## src/shared/ctq_pkg.sv

```systemverilog
// constants, register map and carrier types for the transmit queue block
// assumes an apb slave in a 100 MHz single-clock system
package ctq_pkg;
  // register byte offsets on apb
  localparam logic [7:0] OFS_BASE_LO = 8'h00;
  localparam logic [7:0] OFS_CFG_HI  = 8'h04;
  localparam logic [7:0] OFS_CTL_LO  = 8'h08;
  localparam logic [7:0] OFS_STAT    = 8'h0C;
  localparam logic [7:0] OFS_LINK    = 8'h10;
  // configuration field positions
  localparam int CFG_PL_LSB    = 13;
  localparam int CFG_DEPTH_LSB = 8;
  localparam int CFG_RETRY_LSB = 5;
  localparam int CFG_PRI_LSB   = 0;
  // control field positions
  localparam int CTL_FLUSH   = 10;
  localparam int CTL_SEND    = 9;
  localparam int CTL_ADV     = 8;
  localparam int CTL_TXDIR   = 7;
  localparam int CTL_ATIE    = 4;
  localparam int CTL_EIE     = 2;
  localparam int CTL_NFIE    = 0;
  // status field positions
  localparam int ST_IDX_LSB  = 8;
  localparam int ST_ABT      = 7;
  localparam int ST_ARB      = 6;
  localparam int ST_ERR      = 5;
  localparam int ST_ATIF     = 4;
  localparam int ST_EIF      = 2;
  localparam int ST_NFIF     = 0;
  // reset value, mode and retry codes
  localparam logic [1:0] RETRY_RST   = 2'h3;
  localparam logic [2:0] MODE_CONFIG = 3'h4;
  localparam logic [1:0] RETRY_NONE  = 2'h0;
  localparam logic [1:0] RETRY_THREE = 2'h1;
  localparam logic [3:0] THREE_TRIES = 4'h3;
  // flush sequence takes this many cycles in the busy state
  localparam logic [1:0] FLUSH_CYC   = 2'h2;

  typedef enum logic [1:0] {
    CTQ_IDLE  = 2'b00,
    CTQ_SEND  = 2'b01,
    CTQ_FLUSH = 2'b10
  } ctq_state_t;

  // outcome of one attempt reported by the protocol engine
  typedef struct packed {
    logic done;     // attempt finished successfully
    logic arb_lost; // attempt lost arbitration
    logic bus_err;  // attempt hit a bus error
  } ctq_ev_t;

  // queue settings presented to the engine and memory mapper
  typedef struct packed {
    logic [15:0] base;
    logic [6:0]  slot_bytes;
    logic [4:0]  depth_sel;
    logic [4:0]  tx_priority;
    logic [4:0]  index;
    logic        send;
  } ctq_cfg_t;
endpackage : ctq_pkg

```

## src/rtl/ctq_top.sv

```systemverilog
// transmit queue control and status with apb register access
// assumes attempt events arrive as one-cycle pulses from the protocol engine
// How it works
// - base address marks start of message memory
// - two low base bits read zero
// - depth is depth code plus one
// - size fields writable only in config mode
// - retry code sets attempts when limit enabled
// - priority field ranks queue, 31 highest
// - flush resets queue, hardware clears bit
// - send request starts, clears when drained
// - writing zero while set aborts
// - head advance commits one message slot
// - attempts interrupt enable gates its flag
// - empty and not-full enables gate flags
// - status shows next transmit slot index
// - aborted bit updates on done, abort, reset
// - arbitration lost bit tracks last attempt
// - bus error bit tracks last attempt
// - attempts flag set by hardware, software clears
// - empty flag high when nothing pending
// - not-full flag high while slot free
// - enabled conditions form vector bit zero
module ctq_top #(
  parameter int AW = 8
) (
  input  wire logic              i_clk,
  input  wire logic              i_rst_n,
  input  wire logic              i_psel,
  input  wire logic              i_penable,
  input  wire logic              i_pwrite,
  input  wire logic [AW-1:0]     i_paddr,
  input  wire logic [31:0]       i_pwdata,
  output logic      [31:0]       o_prdata,
  output logic                   o_pready,
  output logic                   o_pslverr,
  input  wire logic [2:0]        i_op_mode_sel,
  input  wire logic              i_retry_limit_enable,
  input  wire ctq_pkg::ctq_ev_t  i_ev,
  output ctq_pkg::ctq_cfg_t      o_cfg,
  output logic                   o_abort,
  output logic                   o_tx_int_pending_vec
);
  logic [15:0] base_r;
  logic [2:0]  pl_r;
  logic [4:0]  depth_r;
  logic [1:0]  retry_r;
  logic [4:0]  pri_r;
  logic        send_r, atie_r, eie_r, nfie_r;
  logic [4:0]  head_r, idx_r;
  logic [5:0]  count_r;
  logic        abt_r, arb_r, err_r, atif_r;
  logic [3:0]  tries_r;
  logic [1:0]  fcnt_r;
  ctq_pkg::ctq_state_t st_r;

  // apb decode, zero-wait answer in the access phase
  wire acc    = i_psel && i_penable;
  wire wr     = acc && i_pwrite;
  wire a_base = i_paddr == AW'(ctq_pkg::OFS_BASE_LO);
  wire a_cfg  = i_paddr == AW'(ctq_pkg::OFS_CFG_HI);
  wire a_ctl  = i_paddr == AW'(ctq_pkg::OFS_CTL_LO);
  wire a_stat = i_paddr == AW'(ctq_pkg::OFS_STAT);
  wire a_link = i_paddr == AW'(ctq_pkg::OFS_LINK);
  wire mapped = a_base || a_cfg || a_ctl || a_stat || a_link;
  wire flushing = st_r == ctq_pkg::CTQ_FLUSH;
  wire cfg_mode = i_op_mode_sel == ctq_pkg::MODE_CONFIG;
  wire w_ctl  = wr && a_ctl;
  wire w_send = i_pwdata[ctq_pkg::CTL_SEND];
  wire adv    = w_ctl && i_pwdata[ctq_pkg::CTL_ADV] && !flushing &&
                (count_r <= {1'b0, depth_r});
  // abort on zero write while set
  wire abort  = w_ctl && !w_send && send_r && !flushing;
  wire flush_req = w_ctl && i_pwdata[ctq_pkg::CTL_FLUSH];
  wire [5:0] slots = {1'b0, depth_r} + 6'h01;
  wire empty  = count_r == 6'h00;
  // not full while a slot is free
  wire nfull  = count_r < slots;
  wire fail   = i_ev.arb_lost || i_ev.bus_err;
  wire no_retry = i_retry_limit_enable && retry_r == ctq_pkg::RETRY_NONE;
  wire three  = i_retry_limit_enable && retry_r == ctq_pkg::RETRY_THREE;
  wire exhaust = send_r && fail &&
                 (no_retry || (three && tries_r >= ctq_pkg::THREE_TRIES));
  wire done   = send_r && i_ev.done && !empty;
  wire last   = done && count_r == 6'h01 && !adv;
  wire atif_clr = wr && a_stat && i_pwdata[ctq_pkg::ST_ATIF];

  function automatic logic [4:0] nxt(input logic [4:0] p,
                                     input logic [4:0] d);
    nxt = (p == d) ? 5'h00 : p + 5'h01;
  endfunction : nxt

  function automatic logic [6:0] bytes(input logic [2:0] c);
    case (c)
      3'h0: bytes = 7'h08;
      3'h1: bytes = 7'h0C;
      3'h2: bytes = 7'h10;
      3'h3: bytes = 7'h14;
      3'h4: bytes = 7'h18;
      3'h5: bytes = 7'h20;
      3'h6: bytes = 7'h30;
      default: bytes = 7'h40;
    endcase
  endfunction : bytes

  // read data mux
  logic [31:0] rd;
  always_comb begin
    rd = 32'h0000_0000;
    if (a_base) rd[15:0] = base_r;
    if (a_cfg)  rd[15:0] = {pl_r, depth_r, 1'b0, retry_r, pri_r};
    if (a_ctl)  rd[15:0] = {5'h00, flushing, send_r, 1'b0, 1'b1, 2'h0,
                           atie_r, 1'b0, eie_r, 1'b0, nfie_r};
    if (a_stat) rd[15:0] = {3'h0, idx_r, abt_r, arb_r, err_r, atif_r,
                           1'b0, empty, 1'b0, nfull};
    if (a_link) rd[0] = o_tx_int_pending_vec;
  end

  // bus outputs registered
  always_ff @(posedge i_clk or negedge i_rst_n) begin
    if (!i_rst_n) begin
      o_prdata  <= 32'h0000_0000;
      o_pready  <= 1'b0;
      o_pslverr <= 1'b0;
    end else begin
      o_pready  <= i_psel && !i_penable;
      o_pslverr <= i_psel && !i_penable && !mapped;
      o_prdata  <= (i_psel && !i_penable) ? rd : 32'h0000_0000;
    end
  end

  // configuration registers
  always_ff @(posedge i_clk or negedge i_rst_n) begin
    if (!i_rst_n) begin
      base_r  <= 16'h0000;
      pl_r    <= 3'h0;
      depth_r <= 5'h00;
      retry_r <= ctq_pkg::RETRY_RST;
      pri_r   <= 5'h00;
      atie_r  <= 1'b0;
      eie_r   <= 1'b0;
      nfie_r  <= 1'b0;
    end else begin
      if (wr && a_base) base_r <= {i_pwdata[15:2], 2'b00};
      if (wr && a_cfg) begin
        retry_r <= i_pwdata[ctq_pkg::CFG_RETRY_LSB +: 2];
        pri_r   <= i_pwdata[ctq_pkg::CFG_PRI_LSB +: 5];
        if (cfg_mode) begin
          pl_r    <= i_pwdata[ctq_pkg::CFG_PL_LSB +: 3];
          depth_r <= i_pwdata[ctq_pkg::CFG_DEPTH_LSB +: 5];
        end
      end
      if (w_ctl) begin
        atie_r <= i_pwdata[ctq_pkg::CTL_ATIE];
        eie_r  <= i_pwdata[ctq_pkg::CTL_EIE];
        nfie_r <= i_pwdata[ctq_pkg::CTL_NFIE];
      end
    end
  end

  // queue state machine: idle, sending, flushing
  always_ff @(posedge i_clk or negedge i_rst_n) begin
    if (!i_rst_n) begin
      st_r    <= ctq_pkg::CTQ_IDLE;
      fcnt_r  <= 2'h0;
      send_r  <= 1'b0;
      head_r  <= 5'h00;
      idx_r   <= 5'h00;
      count_r <= 6'h00;
      tries_r <= 4'h0;
      abt_r   <= 1'b0;
      arb_r   <= 1'b0;
      err_r   <= 1'b0;
    end else begin
      case (st_r)
        ctq_pkg::CTQ_FLUSH: begin
          fcnt_r <= fcnt_r - 2'h1;
          if (fcnt_r == 2'h1) st_r <= ctq_pkg::CTQ_IDLE;
        end
        default: begin
          if (flush_req) begin
            st_r    <= ctq_pkg::CTQ_FLUSH;
            fcnt_r  <= ctq_pkg::FLUSH_CYC;
            send_r  <= 1'b0;
            head_r  <= 5'h00;
            idx_r   <= 5'h00;
            count_r <= 6'h00;
            tries_r <= 4'h0;
            abt_r   <= 1'b0;
          end else begin
            if (adv) head_r <= nxt(head_r, depth_r);
            count_r <= count_r + {5'h00, adv} - {5'h00, done};
            if (send_r && (fail || i_ev.done)) begin
              arb_r <= i_ev.arb_lost;
              err_r <= i_ev.bus_err;
            end
            if (fail && send_r) tries_r <= tries_r + 4'h1;
            if (done) begin
              idx_r   <= nxt(idx_r, depth_r);
              tries_r <= 4'h0;
              abt_r   <= 1'b0;
            end
            if (w_ctl && w_send) send_r <= 1'b1;
            else if (abort || last || exhaust) send_r <= 1'b0;
            if (abort || exhaust) begin
              abt_r   <= 1'b1;
              tries_r <= 4'h0;
            end
            st_r <= (w_ctl && w_send) ? ctq_pkg::CTQ_SEND
                    : (abort || last || exhaust) ? ctq_pkg::CTQ_IDLE
                    : st_r;
          end
        end
      endcase
    end
  end

  // sticky attempts flag, set wins over clear
  always_ff @(posedge i_clk or negedge i_rst_n) begin
    if (!i_rst_n) atif_r <= 1'b0;
    else if (exhaust) atif_r <= 1'b1;
    else if (atif_clr) atif_r <= 1'b0;
  end

  // engine-facing outputs
  always_ff @(posedge i_clk or negedge i_rst_n) begin
    if (!i_rst_n) begin
      o_cfg   <= '0;
      o_abort <= 1'b0;
      o_tx_int_pending_vec <= 1'b0;
    end else begin
      o_cfg.base       <= base_r;
      o_cfg.slot_bytes <= bytes(pl_r);
      o_cfg.depth_sel  <= depth_r;
      o_cfg.tx_priority <= pri_r;
      o_cfg.index      <= idx_r;
      o_cfg.send       <= send_r;
      o_abort          <= abort;
      o_tx_int_pending_vec <= (atie_r && atif_r) || (eie_r && empty) ||
                              (nfie_r && nfull);
    end
  end

  // high from the first edge after reset, when output copies are loaded
  logic run_r;
  always_ff @(posedge i_clk or negedge i_rst_n) begin
    if (!i_rst_n) run_r <= 1'b0;
    else run_r <= 1'b1;
  end
endmodule : ctq_top

```

## config.mk

```make
export PLATFORM = sky130hd
export DESIGN_NAME = ctq_top
export DESIGN_NICKNAME = d
export VERILOG_FILES = /design/src/shared/ctq_pkg.sv /design/src/rtl/ctq_top.sv
export SDC_FILE = /design/constraint.sdc
export NUM_CORES = 1
export LEC_CHECK = 0
export BUFFER_PORTS_ARGS = -buffer_cell sky130_fd_sc_hd__buf_2
export CAP_MARGIN = 20
export CORE_ASPECT_RATIO = 1.4
export CORE_MARGIN = 2
export CORE_UTILIZATION = 45
export CTS_CLUSTER_DIAMETER = 60
export CTS_CLUSTER_SIZE = 10
export DETAILED_ROUTE_END_ITERATION = 10
export GPL_TIMING_DRIVEN = 0
export MAX_ROUTING_LAYER = met4
export PLACE_DENSITY = 0.78
export SLEW_MARGIN = 25
export SYNTH_ARGS = -nofsm -noshare
export SYNTH_HDL_FRONTEND = slang
export SYNTH_SLANG_ARGS = --single-unit
```

## constraint.sdc

```tcl
create_clock -name i_clk -period 4.9 [get_ports i_clk]
set_clock_uncertainty 0.15 [all_clocks]
set_input_delay 0.49 -clock i_clk [delete_from_list [all_inputs] [get_ports i_clk]]
set_output_delay 0.49 -clock i_clk [all_outputs]
set_load 0.005 [all_outputs]
```

---- Yosys cells after proc, flatten, opt, wreduce, memory -nomap -nowiden ----
Index checks and enable logic that the tools add are counted.
W data, S select, Z words.
word-level totals
  register bits ........................... 113
  input port bits ......................... 52
  output and inout port bits .............. 75
  logic and storage cells ................. 153
operators by class
  $add $sub $neg .......................... 6
  $lt $le $gt $ge ......................... 3
  eq/ne operators ......................... 17
  mux-type cells .......................... 30
  bitwise logic cells ..................... 2
  reductions and logical operators ........ 66
operators with widths
  operator               number
  $mux W16               5
  $pmux W7 S7            1
  $logic_and A1 B1 Y1    30
  $eq A8 B4 Y1 const B   2
  $mux W4                4
  $mux W5                3
  $mux W2                7
  $eq A3 B3 Y1 const B   4
  $logic_or A1 B1 Y1     12
  $reduce_and A2 Y1      6
  $mux W1                9
  $eq A8 B3 Y1 const B   1
  $eq A8 B5 Y1 const B   1
  $logic_not A8 Y1       1
  $reduce_bool A4 Y1     2
  $add A5 B1 Y6 const B  1
  $add A6 B1 Y6          1
  $eq A3 B2 Y1 const B   2
  $eq A6 B1 Y1 const B   1
  $le A6 B5 Y1           1
  $logic_not A1 Y1       6
  $logic_not A6 Y1       1
  $lt A6 B6 Y1           1
  $mux W6                1
  16 further kinds       21

---- Logic depth before layout (Yosys ltp) ----
Gate-level depths: netlist of the first run.
  word-level depth ........................ 14
  gate-level depth with buffers ........... 16
  mapped depth without buffers ............ 15

---- Worst setup path before layout of the first run ----
OpenSTA, ideal clock, no wires.
  path kind ............................... input -> register
  from .................................... input port i_paddr[3]
  to ...................................... register count_r[4]
  arrival time ............................ 3.066 ns
  required time ........................... 4.619 ns
  path slack .............................. 1.553 ns
  cell stages on the path ................. 15
  buffers on the path ..................... 3
  path through ............................ clkbuf_1 nor2b_1 and4_1 clkbuf_1 clkbuf_1 nand4_1 ha_1 inv_1 ha_1 fa_1 a21oi_1 nor2_1 nor2_1 xor2_1 o22ai_1
on the way
  word-level cells in the longest chain between the ends .. 8
  elaborated cells on any way between the ends .. 9
  those cells by class .................... add/sub: 2; eq/ne: 1; mux: 1; reduce/logical: 5
RTL lines
  element                           line            source
  start, declared                   ctq_top.sv:32   input wire logic [AW-1:0] i_paddr,
  $eq A8 B4 Y1 *                    ctq_top.sv:62   wire a_ctl = i_paddr == AW'(ctq_pkg::OFS_CTL_LO);
  $logic_and A1 B1 Y1 *             ctq_top.sv:68   wire w_ctl = wr && a_ctl;
  $logic_and A1 B1 Y1 (3 in a row)  ctq_top.sv:70   wire adv = w_ctl && i_pwdata[ctq_pkg::CTL_ADV] && !flushing &&
  $add A6 B1 Y6                     ctq_top.sv:192  count_r <= count_r + {5'h00, adv} - {5'h00, done};
  $sub A6 B1 Y6                     ctq_top.sv:192
  $mux W6 *                         ctq_top.sv:181  if (flush_req) begin
  end signal, assigned              ctq_top.sv:192
  end, declared                     ctq_top.sv:51   logic [5:0] count_r;
Mark *: on every way between the ends. The rest lies on a longest branch, timed or not.
A chain may end at the register's enable or synchronous reset.

---- Worst setup path after layout of the first run ----
Ends and elaborated chain as after synthesis.

==> impl_metrics.yaml, run 1 <==
run_status:
  outcome: "complete, no violations"
critical_path:
  crit_type: "in -> reg"
  max_stage_delay_ns: 0.43
  worst_path_most_repeated_cell: "sky130_fd_sc_hd__clkbuf_1"
  crit_path_max_fanout: 10
  cp.required_ns: 4.97
  timing.critical_path.arrival_ns: 3.78
  cp-end-kind: "flip-flop"
  crit_cells: 15
  critPathTopFamily: "buffers and inverters"
  reg2regPathDepth: 13
  timing.critical_path.slowest_stage_cell: "sky130_fd_sc_hd__clkbuf_1"
  crit_chain: "clkbuf_1 > nor2b_1 > and4_1 > clkbuf_1 > clkbuf_1 > nand4_1 > ha_1 > inv_1 > ha_1 > fa_1 > a21oi_1 > nor2_1 > nor2_1 > xor2_1 > o22ai_1"
  number_of_buffers_and_inverters_on_the_critical_path: 4
  crit_start_category: "input pin"
sta:
  timing.final.crit_share_pct: 75.9
  setup_viol: 0
  final_hold_viol_count: 0
  grt_setup_unrepaired: "false"
  maxClockFrequency_ghz: 0.269
  timing.final.crit_period_ns: 3.72
  tns_ns: 0
  max-slew-margin-rel_pct: 34.7
  drv_slew: 0
  worstMarginPinSlew_ns: 0.966
power_and_ir_drop:
  power-per-cell-area_nw_per_um2: 409
  power.leakage_nw: 3.17
  worst_vdd_rail_ir_drop_mv: 0.176
  total_power_mw: 2.51
drt:
  per_cell_via_count_in_the_routed_design: 5.37
  drc: 0
  dr.pass1.iters: 4
  drt_iter0_drc: 233
  route.final.wire_length_um: 11600
  wire_per_inst_um: 16.4
  detailroute.via_count: 3791
  final_antenna_net_count: 0
worst_hold_path:
  whs_path_depth: 0
  holdCritPathClass: "reg -> reg"
floorplanning:
  floorplan.die.width_um: 94.3
  design.die.area_um2: 12300
  pin_count: 127
  initial_utilization_pct: 45.7
  die-height_um: 130
  fp.coreArea_um2: 11200
  floorplan.rows: 46
clocking:
  clk-insertion-delay-late_ns: 0.34
  tritoncts: "done"
  hold_buffers: 1
  cts_resized: 0
  post_cts_buffers: 0
  cts-root-to-sink-buffers: 2
  cts_inserted_buffers: 9
  clock_tree.root_cell: "sky130_fd_sc_hd__clkbuf_16"
  clock_tree.htree_level_count: 3
  clkSinkCount: 111
  cts.reportedPaths.clkPinSlew_ns: 0.07
placement:
  placement.io_buffers: 88
  finalWeightedCongestion: 0.868
  placed_area_um2: 5860
  hpwl_um: 8890
synth:
  synth_simple_gate_area_share_pct: 11.3
  synth_top_area_share_pct: 53.1
  yosysTopAreaCell: "sky130_fd_sc_hd__dfrtp_1"
  most_frequent_cells_after_synthesis: "sky130_fd_sc_hd__dfrtp_1, sky130_fd_sc_hd__o21ai_0, sky130_fd_sc_hd__mux2_2"
  synth_cells: 438
  count_leader_synth: "sky130_fd_sc_hd__dfrtp_1"
  yosys_warnings: 0
  portion_of_netlist_area_occupied_by_mux_cells_pct: 10.1
  ys_types: 60
  post_synth.cell_area_avg_um2: 11.7
  postSynth.asyncResetShare_pct: 100
  synth_edf_count: 0
  number_of_flip_flops_and_latches_in_the_synthesized_netlist: 111
  post_synth_fa_ha_maj_area_fraction_pct: 6.00
  synthFlopType: "sky130_fd_sc_hd__dfrtp_1"
  mappedNetlistArea_um2: 5130
  synth_sequential_area_ratio_pct: 54.2
  synth_xor_xnor_area_share_pct: 2.22
  synth_top_family_by_area: "simple AND/OR/NAND/NOR gates"
  netlist_top_cells_area: "sky130_fd_sc_hd__dfrtp_1, sky130_fd_sc_hd__mux2_2, sky130_fd_sc_hd__ha_1, sky130_fd_sc_hd__buf_4, sky130_fd_sc_hd__o21ai_0"
  synth_compound_area_share_pct: 10.2
layout:
  postLayoutCellArea_um2: 6130
  drive_gt1_share_pct: 29.7
  area_growth_syn_to_layout_pct: 19.5
  final.fill_count: 941
  diodes: 0
  layout.nets: 634
global_route:
  grt_pass1_wl_um: 18400
  antenna_found_initial: 0
  overflow: 0
  maximum_number_of_pins_on_one_net_before_global_route_repair: 66
  gr-usage-all-layers_pct: 19.9
  grt_pass1_vias: 3891
flow_run:
  total_of_max_cap_violations: 0
==> routing by layer <==
| layer | vias to the layer above | wire length, µm | GRT usage [%] |
|---|---|---|---|
| li1 | 1745 | - | - |
| met1 | 1844 | 4150 | 19.8 |
| met2 | 158 | 6210 | 35.5 |
| met3 | 44 | 710 | 3.75 |
| met4 | 0 | 507 | 12.4 |
| met5 | - | 0 | - |
==> power by group <==
| group | switching (mW) | leakage [nW] | internal [mW] |
|---|---|---|---|
| logic | 0.396 | 1.59 | 0.321 |
| registers | 0.109 | 1.45 | 1.02 |
| clock network | 0.319 | 0.130 | 0.345 |
==> registers in the layout (all words and copies together), names as in the netlist, 2 cells and up <==
name,cells
base_r,14
o_prdata,16
count_r,6
depth_r,5
pri_r,5
o_cfg,35
fcnt_r,2
pl_r,3
tries_r,4
idx_r,5
st_r,2
retry_r,2
==> layout make-up <==
class | count | area (µm²) | share of cell area, %
Inverter | 24 | 90.1 | 1.47
Sequential cell | 111 | 2780 | 45.3
Timing Repair Buffer | 90 | 484 | 7.90
Buffer | 35 | 215 | 3.51
Tap cell | 144 | 180 | 2.94
Clock buffer | 11 | 233 | 3.80
Clock inverter | 4 | 31.3 | 0.510
Multi-Input combinational cell | 287 | 2120 | 34.5
==> worst register-to-register path, cell delays in order (launching register included) <==
cell                       delay [ns]
sky130_fd_sc_hd__dfrtp_1         0.43
sky130_fd_sc_hd__inv_1           0.12
sky130_fd_sc_hd__ha_1            0.17
sky130_fd_sc_hd__nor4bb_1        0.75
sky130_fd_sc_hd__nor2_1          0.32
sky130_fd_sc_hd__ha_1            0.38
sky130_fd_sc_hd__inv_1           0.04
sky130_fd_sc_hd__ha_1            0.20
sky130_fd_sc_hd__fa_1            0.41
sky130_fd_sc_hd__a21oi_1         0.15
sky130_fd_sc_hd__nor2_1          0.05
sky130_fd_sc_hd__nor2_1          0.10
sky130_fd_sc_hd__xor2_1          0.16
sky130_fd_sc_hd__o22ai_1         0.10
==> worst paths after layout <==
path                             from          to  slack, ns
setup / recovery           i_paddr[3]  count_r[4]       1.18
hold / removal             depth_r[2]   o_cfg[13]       0.23
setup reg to reg           count_r[3]  count_r[4]       1.22
hold reg to reg            depth_r[2]   o_cfg[13]       0.23
max in group asynchronous     i_rst_n    o_cfg[2]       3.45
min in group asynchronous     i_rst_n    o_cfg[7]       0.50
==> cells in the final DEF (no fill, tap or decap), types with 3 or more instances in the layout <==
master | netlist | final
sky130_fd_sc_hd__dfrtp_1 | 109 | 109
sky130_fd_sc_hd__buf_2 | 0 | 87
sky130_fd_sc_hd__o21ai_0 | 28 | 28
sky130_fd_sc_hd__mux2_2 | 27 | 27
sky130_fd_sc_hd__inv_1 | 24 | 24
sky130_fd_sc_hd__nor2_1 | 23 | 23
sky130_fd_sc_hd__ha_1 | 23 | 23
sky130_fd_sc_hd__nand2_1 | 22 | 22
sky130_fd_sc_hd__buf_4 | 20 | 20
sky130_fd_sc_hd__conb_1 | 1 | 20
sky130_fd_sc_hd__a21oi_1 | 15 | 15
sky130_fd_sc_hd__clkbuf_1 | 11 | 13
sky130_fd_sc_hd__nand3_1 | 13 | 13
sky130_fd_sc_hd__nor2b_1 | 10 | 10
sky130_fd_sc_hd__clkbuf_16 | 0 | 9
sky130_fd_sc_hd__a22oi_1 | 8 | 8
sky130_fd_sc_hd__mux2_4 | 8 | 8
sky130_fd_sc_hd__and3_1 | 7 | 7
sky130_fd_sc_hd__mux2i_1 | 7 | 7
sky130_fd_sc_hd__xor2_1 | 7 | 7
sky130_fd_sc_hd__xnor2_1 | 6 | 6
sky130_fd_sc_hd__a21o_1 | 5 | 5
sky130_fd_sc_hd__nor3_1 | 4 | 4
sky130_fd_sc_hd__a211o_1 | 4 | 4
sky130_fd_sc_hd__nor4b_1 | 4 | 4
sky130_fd_sc_hd__a31oi_1 | 3 | 3
sky130_fd_sc_hd__nand3b_1 | 3 | 3
sky130_fd_sc_hd__and2_1 | 3 | 3
==> through the flow <==
step                      cells  util [%]  setup WS (ns)  hold WS (ns)
after floorplan             457         -           1.55        0.0444
after global placement      689      51.9          0.929         0.206
after detailed placement    690      52.2          0.856         0.219
after CTS                   706      54.6           1.20         0.226
after global routing        706      54.6          0.876         0.237
final                       706      54.6           1.18         0.231
==> logic make-up (layout without fill, tap and decap cells) <==
kind of cell	Yosys count	count (layout)
DFF	111	111
other	1	20
and+or+nand+nor	105	105
adders and majority gates	24	24
buffers and inverters	59	164
AOI/OAI and AO/OA	82	82
muxes	43	43
xor gates and xnor gates	13	13
No activity file was read; power rests on OpenSTA's default activity.
==> inputs of run 2 (changes only) <==
PLACE_DENSITY = 0.81   (was 0.78)
clock period = 3.1 ns   (was 4.9 ns; I/O delays follow)
==> impl_metrics.yaml, run 2 (synthesis results as in run 1) <==
drt:
  route.final.wire_length_um: 12000
  maxUsedRoutingLayer: "met4"
  detailroute.wirelength.met2_um: 6490
  wire_per_inst_um: 16.8
  drc: 0
  drt_iter0_drc: 290
  detailroute.via_count: 3780
  per_cell_via_count_in_the_routed_design: 5.31
  routed-wl-met3_um: 702
  m1WireLength_um: 4420
  dr.pass1.iters: 5
  final_antenna_net_count: 0
sta:
  grt_setup_unrepaired: "true"
  max-slew-margin-rel_pct: 34.2
  hold_slack_ns: 0.0426
  tns_ns: 0
  drv_slew: 0
  final_hold_viol_count: 0
  finalWorstSetupSlack_ns: 0.0245
  timing.final.crit_period_ns: 3.08
  timing.final.crit_share_pct: 99.2
  maxClockFrequency_ghz: 0.325
  worstMarginPinSlew_ns: 0.973
  setup_viol: 0
layout:
  drive_gt1_share_pct: 34.3
  final_common_cell: "sky130_fd_sc_hd__dfrtp_1"
  most-common-layout-cells: "sky130_fd_sc_hd__dfrtp_1, sky130_fd_sc_hd__buf_2, sky130_fd_sc_hd__o21ai_0, sky130_fd_sc_hd__buf_4, sky130_fd_sc_hd__mux2_2"
  largest_register: "o_cfg"
  diodes: 0
  postLayoutCellArea_um2: 6280
  layout.nets: 639
  layout_top_registers: "o_cfg: 35 flops, o_prdata: 16 flops, base_r: 14 flops"
  final_core_util_pct: 55.9
  largest_register_ffs: 35
  area_growth_syn_to_layout_pct: 22.3
floorplanning:
  floorplan.rows: 46
  initial_utilization_pct: 45.7
  floorplan.die.width_um: 94.3
  die-height_um: 130
  fp.coreArea_um2: 11200
  pin_count: 127
  design.die.area_um2: 12300
global_route:
  grt_pass1_vias: 4049
  antenna_found_initial: 0
  overflow: 0
  maximum_number_of_pins_on_one_net_before_global_route_repair: 82
  gr-usage-all-layers_pct: 20.7
  grt_pass1_wl_um: 19100
clocking:
  tritoncts: "done"
  cts-root-to-sink-buffers: 2
  clock_tree.htree_level_count: 3
  clkSinkCount: 111
  clk-insertion-delay-late_ns: 0.35
  clock_tree.root_cell: "sky130_fd_sc_hd__clkbuf_16"
  cts.reportedPaths.clkPinSlew_ns: 0.07
  cts_inserted_buffers: 9
critical_path:
  rrSetupSlack_ns: 0.02
  crit_type: "reg -> reg"
  cp.required_ns: 3.18
  r2r-start: "depth_r[4]"
  crit_path_max_fanout: 3
  reg2regPathDepth: 15
  crit_start_category: "flip-flop"
  timing.critical_path.arrival_ns: 3.15
  cp-end-kind: "flip-flop"
  r2r_end: "count_r[4]"
placement:
  detailedPlace.worstSlack_ns: -0.580
  hpwl_um: 8670
  finalWeightedCongestion: 0.878
  placement.io_buffers: 88
  placed_area_um2: 5860
power_and_ir_drop:
  power.leakage_nw: 3.23
  power-per-cell-area_nw_per_um2: 663
  worst_vdd_rail_ir_drop_mv: 0.307
worst_hold_path:
  holdCritPathClass: "in -> reg"
  hold_path_startpoint: "i_pwdata[1]"
  hold_path_end: "pri_r[1]"
  whs_path_depth: 2
flow_run:
  total_of_max_cap_violations: 0
run_status:
  outcome: "complete, no violations"
run 2: cell count changes in the layout (fill, tap and decap cells not counted), moves of 2 or more:
cell,before,now
sky130_fd_sc_hd__buf_4,20,28
sky130_fd_sc_hd__dfrtp_2,0,5
sky130_fd_sc_hd__inv_2,0,2
sky130_fd_sc_hd__ha_4,0,2
sky130_fd_sc_hd__clkbuf_2,1,3
sky130_fd_sc_hd__clkbuf_1,13,7
sky130_fd_sc_hd__clkinvlp_4,0,2
sky130_fd_sc_hd__dfrtp_1,109,104
sky130_fd_sc_hd__inv_1,24,22
sky130_fd_sc_hd__ha_1,23,21
run 2: cell type report:
| type | instances | area [µm²] |
|---|---|---|
| Fill cell | 921 | 4940 |
| Sequential cell | 111 | 2790 |
| Multi-Input combinational cell | 287 | 2170 |
| Timing Repair Buffer | 98 | 544 |
| Clock buffer | 10 | 229 |
| Buffer | 32 | 206 |
| Tap cell | 144 | 180 |
| Inverter | 24 | 90.1 |
| Clock inverter | 6 | 70.1 |
run 2: per-stage QoR:
| step | power, mW | std cells |
|---|---|---|
| final | 4.16 | 712 |
| after global routing | 4.42 | 712 |
| after CTS | 4.13 | 710 |
| after detailed placement | 2.92 | 690 |
| after global placement | 2.83 | 689 |
| after floorplan | 2.56 | 457 |
run 2: report_power, final:
part | total (mW) | internal, mW | switching [mW]
logic | 1.22 | 0.565 | 0.651
clock network | 1.16 | 0.633 | 0.532
registers | 1.78 | 1.61 | 0.171
total | 4.16 | 2.81 | 1.35
run 2: timing repair:
item                                    CTS  global route
hold buffers                              1             0
endpoints found under the hold margin    30             0
gates resized for setup                  14             5
pin swaps                                 3             9
buffers inserted                          6             2
endpoints found under the setup margin    5             3
run 2: routing by layer:
metal	GRT usage [%]	vias to the layer above
li1	-	1751
met1	21.1	1863
met2	37.8	135
met3	3.64	31
met4	10.1	0
met5	-	-
run 2: worst max-delay path by stage:
| stage | from | cells past startpoint | endpoint |
|---|---|---|---|
| 2_1_floorplan | depth_r[2] | 16 | count_r[4] |
| 3_3_place_gp | i_paddr[3] | 15 | count_r[4] |
| 3_5_place_dp | i_paddr[3] | 15 | count_r[4] |
| 4_1_cts | depth_r[4] | 15 | count_r[4] |
| 5_1_grt | depth_r[4] | 15 | count_r[4] |
| 6_report | depth_r[4] | 15 | count_r[4] |
run 2: critical path, stage by stage, from the launching register on:
cell and delay (ns):
sky130_fd_sc_hd__dfrtp_1 0.42, sky130_fd_sc_hd__inv_2 0.10, sky130_fd_sc_hd__ha_4 0.20, sky130_fd_sc_hd__a211o_1 0.24, sky130_fd_sc_hd__a31oi_1 0.15, sky130_fd_sc_hd__a32o_2 0.16
sky130_fd_sc_hd__nand4_1 0.08, sky130_fd_sc_hd__ha_1 0.32, sky130_fd_sc_hd__inv_2 0.04, sky130_fd_sc_hd__ha_4 0.15, sky130_fd_sc_hd__fa_2 0.35, sky130_fd_sc_hd__a21oi_2 0.13
sky130_fd_sc_hd__nor2_1 0.05, sky130_fd_sc_hd__nor2_1 0.12, sky130_fd_sc_hd__xor2_1 0.18, sky130_fd_sc_hd__o22ai_1 0.09
